`src/hdl/fsp_consts.vh`:
```
// constants for the flash status and protection register bank
`ifndef FSP_CONSTS_VH
`define FSP_CONSTS_VH
// status word bit positions
`define FSP_B_BUSY 0
`define FSP_B_WPL 1
`define FSP_B_GUARD_LO 2
`define FSP_B_GUARD_HI 6
`define FSP_B_LOCK_LOW 7
`define FSP_B_LOCK_HIGH 8
`define FSP_B_FOUR_LINE 9
`define FSP_B_PROG_PAUSED 10
`define FSP_B_INFO_LO 11
`define FSP_B_INFO_HI 13
`define FSP_B_INVERT 14
`define FSP_B_ERASE_PAUSED 15
`define FSP_B_WAIT_LO 16
`define FSP_B_WAIT_HI 17
`define FSP_B_GUARD_ERR 18
`define FSP_B_CYCLE_FAIL 19
`define FSP_B_DRIVE_LO 21
`define FSP_B_DRIVE_HI 22
`define FSP_B_PIN_SEL 23
// bits a status write may change (byte 1, 2, 3 in order)
`define FSP_WR_MASK 24'he37bfc
// factory defaults: drive level code 10, all else zero
`define FSP_STATUS_RST 24'h400000
// serial command codes
`define FSP_CMD_WR_PERMIT 8'h06
`define FSP_CMD_WR_FORBID 8'h04
`define FSP_CMD_VOL_PERMIT 8'h50
`define FSP_CMD_STATUS_WR 8'h01
`define FSP_CMD_VOL_LOCK_WR 8'hc0
`define FSP_CMD_RD_BYTE1 8'h05
`define FSP_CMD_RD_BYTE2 8'h35
`define FSP_CMD_RD_BYTE3 8'h15
// protect modes
`define FSP_MODE_SOFT 2'h0
`define FSP_MODE_PIN 2'h1
`define FSP_MODE_SUPPLY 2'h2
`define FSP_MODE_OTP 2'h3
`endif

```
`src/hdl/fsp_region_check.v`:
```
// guarded-region decoder for the block-protection and invert bits
`timescale 1ns/10ps
module fsp_region_check
(
	input wire [4:0] i_guard,
	input wire i_invert,
	input wire [23:0] i_addr,
	output reg o_guarded
);
	reg [4:0] shift;
	reg [24:0] span;
	reg [23:0] mask;
	reg hit;

	// region size and side from the guard code, inversion from the invert bit
	always @*
	begin
		shift = 5'h00;
		span = 25'h0000000;
		mask = 24'h000000;
		hit = 1'b0;
		if (i_guard[4])
			shift = (i_guard[2:0] > 3'h4) ? 5'h0f : (5'h0b + {2'h0, i_guard[2:0]});
		else
			shift = 5'h11 + {2'h0, i_guard[2:0]};
		span = 25'h0000001 << shift;
		mask = ~(span[23:0] - 24'h000001);
		if (i_guard[2:0] == 3'h0)
			hit = 1'b0;
		else if (i_guard[2:0] == 3'h7)
			hit = 1'b1;
		else if (i_guard[3])
			hit = ((i_addr & mask) == 24'h000000); // lower or bottom
		else
			hit = ((i_addr & mask) == mask); // upper or top
		o_guarded = hit ^ i_invert;
	end
endmodule // fsp_region_check

```
`src/hdl/fsp_status_bank.v`:
```
// status and protection configuration bank behind the serial pins
`timescale 1ns/10ps
`include "fsp_consts.vh"

// Overview of operation
// - Program or erase inside the guarded region is refused, array untouched.
// - Whole-array erase is ignored unless all five guard bits are zero.
// - Four-line enable 0: pins are write-protect and hold/reset; 1: data lines.
// - Program suspend sets program-paused flag; program resume clears it.
// - Erase suspend sets erase-paused flag; erase resume clears it.
// - Info-area lock bits default 0, once set stay set and block programming.
// - Invert bit sits at bit 14, default 0, joins guard bits.
// - Wait-cycle bits give 6,4,8,10 and 10,8,4,6 dummy cycles.
// - Guard error set on refused program or erase; cleared only by resets.
// - Write-cycle failure flag set when a program or erase failed.
// - Drive level codes 00..11 give 100, 75, 50 (default), 25 percent.
// - Bit 23 picks hold or reset role, only while four-line enable 0.
// - Lock mode 00: status write needs write-permit latch only.
// - Lock mode 01: locked while protect pin low, else latch needed.
// - Lock mode 10: no status writes until power cycle, which gives 00.
// - Lock mode 11: status writes rejected for good.
// - Volatile lock-mode write needs no write-permit command.
// - Invert 0: guard codes select top or bottom regions, 111 all.
// - Invert 1: protected region is the complement of the invert-0 region.
// - Latch set by permit, cleared by forbid and after writes or operations.
module fsp_status_bank
(
	input wire i_clk_sys,
	input wire i_reset,
	input wire i_power_cycle,
	input wire i_sw_reset,
	input wire i_sck,
	input wire i_cs_n,
	input wire i_si,
	output reg o_so,
	output reg o_so_oe,
	input wire i_wp_n,
	input wire i_hold_reset_n,
	input wire i_op_req,
	input wire i_op_erase,
	input wire i_op_whole,
	input wire [23:0] i_op_addr,
	output reg o_op_grant,
	output reg o_op_refused,
	input wire i_op_done,
	input wire i_op_fail,
	input wire i_array_busy,
	input wire i_suspend,
	input wire i_resume,
	input wire i_info_req,
	input wire [1:0] i_info_sel,
	output reg o_info_grant,
	output reg o_info_refused,
	output wire o_wp_pin_active,
	output wire o_hold_active,
	output wire o_reset_pin_active,
	output wire o_four_line_data,
	output wire o_hold_n,
	output reg [3:0] o_wait_cycles_eb,
	output reg [3:0] o_wait_cycles_ed,
	output reg [1:0] o_drive_level,
	output reg [6:0] o_drive_pct,
	output wire [23:0] o_status
);
	localparam ST_CMD = 2'h0;
	localparam ST_WRITE = 2'h1;
	localparam ST_READ = 2'h2;
	localparam ST_SKIP = 2'h3;

	// dummy cycles for the first quad read command
	function [3:0] fsp_wait_eb;
		input [1:0] code;
		begin
			case (code)
				2'h0: fsp_wait_eb = 4'h6;
				2'h1: fsp_wait_eb = 4'h4;
				2'h2: fsp_wait_eb = 4'h8;
				default: fsp_wait_eb = 4'ha;
			endcase
		end
	endfunction

	// dummy cycles for the second quad read command
	function [3:0] fsp_wait_ed;
		input [1:0] code;
		begin
			case (code)
				2'h0: fsp_wait_ed = 4'ha;
				2'h1: fsp_wait_ed = 4'h8;
				2'h2: fsp_wait_ed = 4'h4;
				default: fsp_wait_ed = 4'h6;
			endcase
		end
	endfunction

	reg [23:0] status;
	reg vol_permit;
	reg [1:0] state;
	reg [2:0] bit_cnt;
	reg [1:0] byte_cnt;
	reg [7:0] shift_in;
	reg [7:0] shift_out;
	reg [7:0] cmd;
	reg [23:0] wr_data;
	reg cur_erase;
	reg [2:0] sck_sync;
	reg [2:0] cs_sync;
	reg [1:0] si_sync;
	reg [1:0] wp_sync;
	reg [2:0] hr_sync;
	reg [23:0] next_status;
	reg [23:0] wr_mask;
	reg [1:0] next_lock;
	wire sck_rise;
	wire sck_fall;
	wire cs_rise;
	wire cs_fall;
	wire [7:0] byte_now;
	wire [1:0] lock_mode;
	wire wp_level;
	wire write_open;
	wire pin_reset;
	wire flag_reset;
	wire guarded;
	wire op_block;

	// two-stage synchronisers, third stage only for edge finding
	always @(posedge i_clk_sys)
	begin
		if (i_reset)
		begin
			sck_sync <= 3'h0;
			cs_sync <= 3'h7;
			si_sync <= 2'h0;
			wp_sync <= 2'h3;
			hr_sync <= 3'h7;
		end
		else
		begin
			sck_sync <= {sck_sync[1:0], i_sck};
			cs_sync <= {cs_sync[1:0], i_cs_n};
			si_sync <= {si_sync[0], i_si};
			wp_sync <= {wp_sync[0], i_wp_n};
			hr_sync <= {hr_sync[1:0], i_hold_reset_n};
		end
	end

	assign sck_rise = sck_sync[1] & ~sck_sync[2] & ~cs_sync[1];
	assign sck_fall = ~sck_sync[1] & sck_sync[2] & ~cs_sync[1];
	assign cs_rise = cs_sync[1] & ~cs_sync[2];
	assign cs_fall = ~cs_sync[1] & cs_sync[2];
	assign byte_now = {shift_in[6:0], si_sync[1]};
	assign lock_mode = {status[`FSP_B_LOCK_HIGH], status[`FSP_B_LOCK_LOW]};

	// shared pin roles follow four-line enable and the pin select bit
	assign o_four_line_data = status[`FSP_B_FOUR_LINE];
	assign o_wp_pin_active = ~status[`FSP_B_FOUR_LINE];
	assign o_hold_active = ~status[`FSP_B_FOUR_LINE] & ~status[`FSP_B_PIN_SEL];
	assign o_reset_pin_active = ~status[`FSP_B_FOUR_LINE] & status[`FSP_B_PIN_SEL];
	assign o_hold_n = ~(o_hold_active & ~hr_sync[1]);
	assign pin_reset = o_reset_pin_active & ~hr_sync[1] & hr_sync[2];
	assign flag_reset = i_sw_reset | pin_reset | i_power_cycle;
	// protect pin is a data line in four-line mode, seen as high then
	assign wp_level = wp_sync[1] | status[`FSP_B_FOUR_LINE];

	// status writes allowed only in the open protect modes
	assign write_open = (lock_mode == `FSP_MODE_SOFT) |
		((lock_mode == `FSP_MODE_PIN) & wp_level);

	fsp_region_check u_region
	(
		.i_guard(status[`FSP_B_GUARD_HI:`FSP_B_GUARD_LO]),
		.i_invert(status[`FSP_B_INVERT]),
		.i_addr(i_op_addr),
		.o_guarded(guarded)
	);

	// whole-array erase needs all guard bits clear, others a clear region
	assign op_block = i_op_whole ?
		(status[`FSP_B_GUARD_HI:`FSP_B_GUARD_LO] != 5'h00) :
		guarded;

	// merge of received status bytes, information locks one-way only
	always @*
	begin
		wr_mask = `FSP_WR_MASK;
		if (byte_cnt < 2'h3)
			wr_mask[23:16] = 8'h00;
		if (byte_cnt < 2'h2)
			wr_mask[15:8] = 8'h00;
		next_status = (status & ~wr_mask) | (wr_data & wr_mask);
		next_status[`FSP_B_INFO_HI:`FSP_B_INFO_LO] =
			status[`FSP_B_INFO_HI:`FSP_B_INFO_LO] |
			next_status[`FSP_B_INFO_HI:`FSP_B_INFO_LO];
	end

	// serial command engine, bytes taken on sampled clock rises
	always @(posedge i_clk_sys)
	begin
		if (i_reset)
		begin
			state <= ST_CMD;
			bit_cnt <= 3'h0;
			byte_cnt <= 2'h0;
			shift_in <= 8'h00;
			cmd <= 8'h00;
			wr_data <= 24'h000000;
		end
		else if (cs_sync[1])
		begin
			state <= ST_CMD;
			bit_cnt <= 3'h0;
			if (cs_rise)
				byte_cnt <= byte_cnt;
			else
				byte_cnt <= 2'h0;
		end
		else if (sck_rise)
		begin
			shift_in <= byte_now;
			bit_cnt <= bit_cnt + 3'h1;
			if (bit_cnt == 3'h7)
			begin
				case (state)
					ST_CMD:
					begin
						cmd <= byte_now;
						byte_cnt <= 2'h0;
						if (byte_now == `FSP_CMD_STATUS_WR ||
							byte_now == `FSP_CMD_VOL_LOCK_WR)
							state <= ST_WRITE;
						else if (byte_now == `FSP_CMD_RD_BYTE1 ||
							byte_now == `FSP_CMD_RD_BYTE2 ||
							byte_now == `FSP_CMD_RD_BYTE3)
							state <= ST_READ;
						else
							state <= ST_SKIP;
					end
					ST_WRITE:
					begin
						case (byte_cnt)
							2'h0: wr_data[7:0] <= byte_now;
							2'h1: wr_data[15:8] <= byte_now;
							default: wr_data[23:16] <= byte_now;
						endcase
						if (byte_cnt == 2'h2 || cmd == `FSP_CMD_VOL_LOCK_WR)
							state <= ST_SKIP;
						byte_cnt <= byte_cnt + 2'h1;
					end
					default: state <= state;
				endcase
			end
		end
	end

	// read data shifted out on falling clock edges, msb first
	always @(posedge i_clk_sys)
	begin
		if (i_reset)
		begin
			shift_out <= 8'h00;
			o_so <= 1'b0;
			o_so_oe <= 1'b0;
		end
		else if (cs_sync[1])
		begin
			o_so_oe <= 1'b0;
			o_so <= 1'b0;
		end
		else if (state == ST_READ && sck_fall)
		begin
			o_so_oe <= 1'b1;
			if (bit_cnt == 3'h0)
			begin
				case (cmd)
					`FSP_CMD_RD_BYTE1: shift_out <= {status[7:1], i_array_busy} << 1;
					`FSP_CMD_RD_BYTE2: shift_out <= status[15:8] << 1;
					default: shift_out <= status[23:16] << 1;
				endcase
				case (cmd)
					`FSP_CMD_RD_BYTE1: o_so <= status[7];
					`FSP_CMD_RD_BYTE2: o_so <= status[15];
					default: o_so <= status[23];
				endcase
			end
			else
			begin
				o_so <= shift_out[7];
				shift_out <= shift_out << 1;
			end
		end
	end

	// status word, latches and flags
	always @(posedge i_clk_sys)
	begin
		if (i_reset)
		begin
			status <= `FSP_STATUS_RST;
			vol_permit <= 1'b0;
			cur_erase <= 1'b0;
		end
		else
		begin
			// write-permit latch commands on chip-select release
			if (cs_rise && state == ST_SKIP && bit_cnt == 3'h0)
			begin
				if (cmd == `FSP_CMD_WR_PERMIT)
					status[`FSP_B_WPL] <= 1'b1;
				if (cmd == `FSP_CMD_WR_FORBID)
					status[`FSP_B_WPL] <= 1'b0;
				if (cmd == `FSP_CMD_VOL_PERMIT)
					vol_permit <= 1'b1;
			end
			// status write commits only whole bytes at chip-select release
			if (cs_rise && bit_cnt == 3'h0 && byte_cnt != 2'h0 &&
				cmd == `FSP_CMD_STATUS_WR && !i_array_busy)
			begin
				if (write_open && (status[`FSP_B_WPL] || vol_permit))
				begin
					status[23:2] <= next_status[23:2];
					if (!vol_permit)
						status[`FSP_B_WPL] <= 1'b0;
				end // else unchanged
				vol_permit <= 1'b0;
			end
			// volatile lock-mode write, no latch needed
			if (cs_rise && bit_cnt == 3'h0 && byte_cnt != 2'h0 &&
				cmd == `FSP_CMD_VOL_LOCK_WR && write_open)
			begin
				status[`FSP_B_LOCK_LOW] <= wr_data[0];
				status[`FSP_B_LOCK_HIGH] <= wr_data[1];
			end
			// resets clear volatile flags after the permit sets and ahead of the flag sets below, so only those flag sets win
			if (flag_reset)
			begin
				status[`FSP_B_WPL] <= 1'b0;
				status[`FSP_B_PROG_PAUSED] <= 1'b0;
				status[`FSP_B_ERASE_PAUSED] <= 1'b0;
				status[`FSP_B_GUARD_ERR] <= 1'b0;
				status[`FSP_B_CYCLE_FAIL] <= 1'b0;
				vol_permit <= 1'b0;
			end
			// array operation request: refuse or grant
			if (i_op_req && op_block)
				status[`FSP_B_GUARD_ERR] <= 1'b1;
			if (i_op_req && !op_block)
				cur_erase <= i_op_erase;
			if (i_op_done)
			begin
				status[`FSP_B_WPL] <= 1'b0;
				if (i_op_fail)
					status[`FSP_B_CYCLE_FAIL] <= 1'b1;
			end
			// resume before suspend, so a same-cycle suspend wins
			if (i_resume)
			begin
				if (status[`FSP_B_PROG_PAUSED])
					status[`FSP_B_PROG_PAUSED] <= 1'b0;
				else
					status[`FSP_B_ERASE_PAUSED] <= 1'b0;
			end
			if (i_suspend && i_array_busy)
			begin
				if (cur_erase)
					status[`FSP_B_ERASE_PAUSED] <= 1'b1;
				else
					status[`FSP_B_PROG_PAUSED] <= 1'b1;
			end
			// power cycle also ends supply lock
			if (i_power_cycle && lock_mode == `FSP_MODE_SUPPLY)
			begin
				status[`FSP_B_LOCK_LOW] <= 1'b0;
				status[`FSP_B_LOCK_HIGH] <= 1'b0;
			end
		end
	end

	// grant answers for array and information-area requests
	always @(posedge i_clk_sys)
	begin
		if (i_reset)
		begin
			o_op_grant <= 1'b0;
			o_op_refused <= 1'b0;
			o_info_grant <= 1'b0;
			o_info_refused <= 1'b0;
		end
		else
		begin
			o_op_grant <= i_op_req & ~op_block;
			o_op_refused <= i_op_req & op_block;
			o_info_grant <= i_info_req & (i_info_sel != 2'h3) &
				~status[`FSP_B_INFO_LO + i_info_sel];
			o_info_refused <= i_info_req & ((i_info_sel == 2'h3) |
				status[`FSP_B_INFO_LO + i_info_sel]);
		end
	end

	// read configuration decoded from the nonvolatile fields
	always @(posedge i_clk_sys)
	begin
		if (i_reset)
		begin
			o_wait_cycles_eb <= 4'h6;
			o_wait_cycles_ed <= 4'ha;
			o_drive_level <= 2'h2;
			o_drive_pct <= 7'h32;
		end
		else
		begin
			o_wait_cycles_eb <= fsp_wait_eb(status[17:16]);
			o_wait_cycles_ed <= fsp_wait_ed(status[17:16]);
			o_drive_level <= status[22:21];
			case (status[22:21])
				2'h0: o_drive_pct <= 7'h64;
				2'h1: o_drive_pct <= 7'h4b;
				2'h2: o_drive_pct <= 7'h32;
				default: o_drive_pct <= 7'h19;
			endcase
		end
	end

	assign o_status = {status[23:1], i_array_busy};
endmodule // fsp_status_bank

```
`config.mk`:
```
export PLATFORM = sky130hd
export DESIGN_NAME = fsp_status_bank
export DESIGN_NICKNAME = d
export VERILOG_FILES = /design/src/hdl/fsp_region_check.v /design/src/hdl/fsp_status_bank.v
export VERILOG_INCLUDE_DIRS = /design/src /design/src/hdl
export SDC_FILE = /design/constraint.sdc
export NUM_CORES = 1
export LEC_CHECK = 0
export ABC_AREA = 1
export BUFFER_PORTS_ARGS = -buffer_cell sky130_fd_sc_hd__buf_2
export CAP_MARGIN = 30
export CORE_MARGIN = 10
export CORE_UTILIZATION = 24
export CTS_CLUSTER_SIZE = 25
export DETAILED_ROUTE_END_ITERATION = 8
export HOLD_SLACK_MARGIN = 0.03
export PLACE_DENSITY = 0.44
export SYNTH_ARGS = -nofsm -noshare
export SYNTH_HDL_FRONTEND = slang
export SYNTH_SLANG_ARGS = --single-unit
```
`constraint.sdc`:
```
create_clock -name i_clk_sys -period 6.85 [get_ports i_clk_sys]
set_input_delay 1.37 -clock i_clk_sys [delete_from_list [all_inputs] [get_ports i_clk_sys]]
set_output_delay 1.37 -clock i_clk_sys [all_outputs]
set_load 0.01 [all_outputs]
```
==> flow_summary.json, run 1 <==
{
  "antenna_found_initial": 0,
  "vias": 5368,
  "drt_first_pass_iters": 4,
  "hold_buffers": 0,
  "via_per_inst": 4.43,
  "synth_common_cells": "nand2_1 (151), inv_1 (119), dfxtp_1 (102), nor2_1 (90), a21oi_1 (64)",
  "htreeDepth": 3,
  "synth_top_cell_area_share": 0.363,
  "drv_cap": 0,
  "ys_async_sr_fraction": 0,
  "cp_data_arrival_time_ns": 4.01,
  "worstSetupStartpoint": "status[2]",
  "synth_top_cell_by_area": "dfxtp_1",
  "path_common_cell": "nand2_1",
  "end_kind": "flip-flop",
  "min_path_type": "flip-flop to flip-flop",
  "synth.most_common_cell": "nand2_1",
  "gp_congestion": 0.862,
  "critPathKind": "flip-flop to flip-flop",
  "synth_edf_count": 0,
  "io_pins": 96,
  "slew_headroom": 0.367,
  "final_hold_viol_count": 0,
  "crit-reg2reg-capture": "cur_erase",
  "min_period_ns": 3.74,
  "tightest_slew_ns": 0.946,
  "p_leak_nw": 3.18,
  "grt_pass1_vias": 5303,
  "synthFlopType": "dfxtp_1",
  "fmax_mhz": 267,
  "route.detailed.drc": 0,
  "final-setup-viol-count": 0,
  "cts_tree": "yes",
  "hold-worst-slack_ns": 0.404,
  "maxSlewViolCount": 0,
  "final_nets": 961,
  "crit_required_ns": 7.12,
  "avgRoutedWirePerCell_um": 14.3,
  "cts_resized": 0,
  "grt_max_degree": 54,
  "hpwl_mm": 13.7,
  "drt.antenna.violating_nets": 0,
  "drtIter0Drc": 317,
  "setup_tns_ns": 0,
  "cp-endpoint": "cur_erase",
  "num_rows": 55,
  "grt_usage": 0.113,
  "diodes": 0,
  "cp_max_fo": 12,
  "rsz0062_at_grt": "false",
  "reg2reg_from": "status[2]",
  "die-area_um2": 30000,
  "die_h_um": 173,
  "start_util": 0.246,
  "synthTopCellsByArea": "dfxtp_1 (36%), nand2_1 (10%), inv_1 (7.9%), nor2_1 (6.0%), a21oi_1 (5.7%)",
  "netlist_area_um2": 5630,
  "skew_ns": 0.00589,
  "overflow": 0,
  "worstSkewPairLatency_ns": 0.34,
  "ir_drop_mv": 0.116,
  "synth_cell_types": 39,
  "numClockSinks": 102,
  "grt_pass1_wl_mm": 28.1,
  "areaGrowthSynthToFinish_pct": 17.1,
  "status": "finished, final reports clean",
  "ys_ff_latch": 102,
  "cts.clk_slew.worst_paths_ns": 0.07,
  "post_cts_buffers": 0,
  "clockRootBuffer": "clkbuf_16",
  "drive_above_1_share": 0.161,
  "drt_wl_total_mm": 17.3,
  "ff2ff_setup_slack_ns": 3.11,
  "synth_warnings": 0,
  "cts_made_buffers": 9,
  "syn_area_per_cell_um2": 6.86,
  "port_buffers": 92,
  "cp_slowest_stage_delay_ns": 0.47,
  "clock_path_buffers": 2,
  "synthCells": 820,
  "period_share": 0.546,
  "cp-start-kind": "flip-flop",
  "die_w_um": 173,
  "core_area_um2": 22800,
  "crit_slowest_cell": "dfxtp_1",
  "r2r_cells": 27,
  "power_density_nw_per_um2": 174,
  "yosysSeqAreaShare": 0.363
}
[cell families after synthesis]
group                    Yosys count  share of synthesized area
other                              1                   0.000666
flip-flops                       102                      0.363
buffers and inverters            158                      0.120
AND/OR/NAND/NOR                  371                      0.297
multiplexers                       1                    0.00200
adder cells (fa/ha/maj)           23                     0.0511
AO/OA/AOI/OAI                    164                      0.166
[layer usage]
metal  part of all wire  vias to the layer above  GRT usage
met5                  0                        -          0
met4             0.0082                        0     0.0208
met3              0.036                       10     0.0205
met2               0.44                       97      0.181
met1               0.51                     2443      0.157
li1                   -                     2818          -
[worst min-delay path by stage]
stage / from / cells past startpoint / end / slack [ns]
finish: si_sync[0] / 2 / si_sync[1] / 0.40
floorplan: sck_sync[0] / 2 / sck_sync[1] / 0.39
detailed placement: hr_sync[0] / 1 / hr_sync[1] / 0.40
CTS: si_sync[0] / 2 / si_sync[1] / 0.41
global route: si_sync[0] / 2 / si_sync[1] / 0.42
global placement: hr_sync[0] / 1 / hr_sync[1] / 0.39
[through the flow]
step	std cells	instance area (um^2)	power [mW]	worst slack, ns	utilization
after floorplan	822	5630	0.653	3.66	-
after global placement	1196	6310	0.678	3.19	0.276
after detailed placement	1196	6310	0.678	3.12	0.276
after CTS	1212	6590	1.16	3.09	0.288
after global routing	1212	6590	1.19	2.58	0.288
final	1212	6590	1.15	3.11	0.288
[where the power goes]
part | switching, mW | internal [mW] | leakage (nW)
clock | 0.226 | 0.257 | 0.132
sequential | 0.00393 | 0.600 | 0.826
combinational | 0.0354 | 0.0241 | 2.23
total | 0.265 | 0.880 | 3.18
[flip-flops by register name, summed over array words and instances, names as in the netlist, 6 cells and up, named ones only]
name	cells
o_drive_pct	6
wr_data	19
cmd	8
shift_out	7
shift_in	7
status	15
[cell type report]
type	instances	area, um^2
clock buffer	11	243
clock inverter	5	33.8
fill	2612	16300
inverter	122	458
multi-input combinational	562	2920
sequential	102	2040
tap	313	392
timing repair buffer	97	498
[placed cells by master (no fill, tap or decap), types with 4 or more instances in the layout]
cell / Yosys / layout
o211ai_1: 8 / 8
nand2_1: 151 / 151
buf_4: 16 / 5
nand3_1: 62 / 62
ha_1: 23 / 23
nand4_1: 11 / 11
o2111ai_1: 7 / 7
clkbuf_16: 0 / 9
dfxtp_1: 102 / 102
nor2_1: 90 / 90
buf_2: 0 / 92
o21ai_0: 61 / 61
nor4_1: 5 / 4
nand3b_1: 14 / 14
nand2_2: 8 / 8
or2_2: 9 / 9
nor3_1: 11 / 11
a21oi_1: 64 / 64
inv_1: 119 / 119
a211oi_1: 11 / 11
[critical path: cells and delay by family, from the launching register on]
kind | cells | cell delay, ns
flip-flops | 1 | 0.47
AND/OR/NAND/NOR | 21 | 2.19
adder cells (fa/ha/maj) | 3 | 0.72
buffers and inverters | 2 | 0.18
AO/OA/AOI/OAI | 1 | 0.13
(Power assumes the default switching activity.)
==> run 2: changes to the inputs <==
--- a/config.mk
+++ b/config.mk
@@ -14,7 +14,7 @@
 export CTS_CLUSTER_SIZE = 25
 export DETAILED_ROUTE_END_ITERATION = 8
 export HOLD_SLACK_MARGIN = 0.03
-export PLACE_DENSITY = 0.44
+export PLACE_DENSITY = 0.45
 export SYNTH_ARGS = -nofsm -noshare
 export SYNTH_HDL_FRONTEND = slang
 export SYNTH_SLANG_ARGS = --single-unit
==> constraint.sdc (replaced) <==
create_clock -name i_clk_sys -period 3.1 [get_ports i_clk_sys]
set_input_delay 0.62 -clock i_clk_sys [delete_from_list [all_inputs] [get_ports i_clk_sys]]
set_output_delay 0.62 -clock i_clk_sys [all_outputs]
set_load 0.01 [all_outputs]
==> run 2 against run 1 <==
Final cell count up 6.6%. Clock power rose to 2.7 times the previous value. Sequential share of layout area down 4.8 points. Total power up 140%. Setup slack worse by 3.1 ns. Clock skew up 0.0049 ns. Design area up 19%. Critical endpoint unchanged. Largest cell class unchanged.
==> flow_summary.json, run 2 (same netlist as run 1, synthesis figures left out) <==
{
  "min_period_ns": 3.09,
  "hpwl_mm": 14.6,
  "p_seq_frac": 0.485,
  "hold_depth": 2,
  "htreeDepth": 3,
  "die-area_um2": 30000,
  "critPathKind": "flip-flop to flip-flop",
  "cts.clk_slew.worst_paths_ns": 0.07,
  "ir_drop_mv": 0.228,
  "final_area_um2": 7810,
  "die_w_um": 173,
  "setup_tns_ns": 0,
  "top_register": "wr_data",
  "avgRoutedWirePerCell_um": 14.5,
  "combPwrFrac": 0.052,
  "antenna_found_initial": 0,
  "p_sw_frac": 0.205,
  "vias": 5670,
  "p_int_mw": 2.19,
  "drt_wl_total_mm": 18.7,
  "cp_max_fo": 5,
  "cp_data_arrival_time_ns": 3.37,
  "diodes": 0,
  "start_util": 0.246,
  "power_density_nw_per_um2": 352,
  "postPlaceCellArea_um2": 6740,
  "dpl.cell_count": 1253,
  "final_common_cell": "nand2_1",
  "clockRootBuffer": "clkbuf_16",
  "top_regs": "wr_data: 19 flops, status: 15 flops, cmd: 8 flops",
  "fmax_mhz": 323,
  "end_kind": "flip-flop",
  "maxSlewViolCount": 0,
  "via_per_inst": 4.39,
  "core_area_um2": 22800,
  "clkPwrFrac": 0.463,
  "gp_congestion": 0.921,
  "cts_made_buffers": 9,
  "cts_tree": "yes",
  "drt.antenna.violating_nets": 0,
  "r2r_cells": 25,
  "layout.cells.non_filler": 1292,
  "numClockSinks": 102,
  "num_rows": 55,
  "period_share": 0.998,
  "slew_headroom": 0.533,
  "die_h_um": 173,
  "largest_register_ffs": 19,
  "cp-start-kind": "flip-flop",
  "netSwitchingPower_uw": 565,
  "drt_first_pass_iters": 4,
  "p_leak_nw": 3.72,
  "final_cell_mix": "nand2_1 (128), inv_1 (113), dfxtp_1 (99), buf_2 (92), buf_4 (76)",
  "port_buffers": 92,
  "rsz0062_at_grt": "true",
  "grt_usage": 0.121,
  "tightest_slew_ns": 0.693,
  "grt_max_degree": 53,
  "clock_path_buffers": 2,
  "route.detailed.drc": 0,
  "worstSkewPairLatency_ns": 0.34,
  "min_path_type": "flip-flop to flip-flop",
  "final_nets": 1042,
  "final_hold_viol_count": 0,
  "overflow": 0,
  "crit_required_ns": 3.37,
  "drv_cap": 0,
  "grt_pass1_vias": 5550,
  "io_pins": 96,
  "final-setup-viol-count": 0,
  "areaGrowthSynthToFinish_pct": 38.8,
  "grt_pass1_wl_mm": 29.8,
  "drtIter0Drc": 320,
  "drive_above_1_share": 0.317,
  "status": "finished, final reports clean",
  "skew_ns": 0.0108
}
## run 2: cell count changes in the layout (fill, tap and decap cells not counted), sizes merged
| cell | change |
|---|---|
| bufinv | +3 |
| clkinvlp | -2 |
| inv | -1 |
| buf | +81 |
| clkinv | -1 |
## run 2: per-layer routing
metal,GRT usage,share of wire
met4,0.0259,0.0064
met5,0,0
met3,0.0227,0.028
met2,0.203,0.49
met1,0.157,0.48
## run 2: power groups by stage
stage | Sequential [mW] | Combinational [mW] | Clock, mW
finish | 1.33 | 0.142 | 1.28
global route | 1.34 | 0.163 | 1.37
detailed placement | 1.36 | 0.140 | 0
CTS | 1.33 | 0.141 | 1.33
floorplan | 1.36 | 0.0801 | 0
global placement | 1.36 | 0.140 | 0
## run 2: cell type report
class / instances / area (um^2)
well taps: 313 / 392
multi-input cells: 562 / 3420
fillers: 2506 / 15000
clock inverters: 4 / 95.1
flip-flops and latches: 102 / 2050
inverters: 122 / 465
repair buffers: 178 / 1150
clock buffers: 11 / 243
## run 2: critical path, cell delays in order, from the launching register on
cell and delay, ns:
dfxtp_2 0.33, buf_4 0.14, ha_4 0.15, ha_4 0.22, o21ai_4 0.21, nand3_4 0.11
nor2_4 0.14, buf_4 0.12, buf_4 0.10, nand2_2 0.09, nand2_1 0.14, nor2_4 0.06
nand2_2 0.09, o21bai_1 0.08, buf_4 0.14, nand3_1 0.07, nand2_1 0.06, nor2_1 0.10
nand3_1 0.11, nand3_2 0.12, nand2_2 0.06, nand2_2 0.07, nand3_4 0.08, nand2_2 0.07
nand2_2 0.06, a21oi_2 0.11
## run 2: final timing paths
path / slack, ns / startpoint / to
setup / recovery: 0.005 / status[2] / cur_erase
setup reg to reg: 0.005 / status[2] / cur_erase
hold / removal: 0.40 / si_sync[0] / si_sync[1]
hold reg to reg: 0.40 / si_sync[0] / si_sync[1]
## run 2: repair_timing
| item | CTS | global route |
|---|---|---|
| pin swaps | 20 | 61 |
| setup endpoints to repair | 4 | 4 |
| buffers inserted | 13 | 14 |
| hold buffers | 0 | 0 |
| gates resized for setup | 49 | 82 |
## run 2: metrics by stage
step	hold slack [ns]	setup slack, ns	utilization	power [mW]
after global placement	0.393	-0.220	0.295	1.50
after detailed placement	0.396	-0.214	0.295	1.51
after CTS	0.405	0.00247	0.324	2.80
after global routing	0.418	-0.203	0.342	2.87
final	0.403	0.00539	0.342	2.75
after floorplan	0.388	0.00832	-	1.44
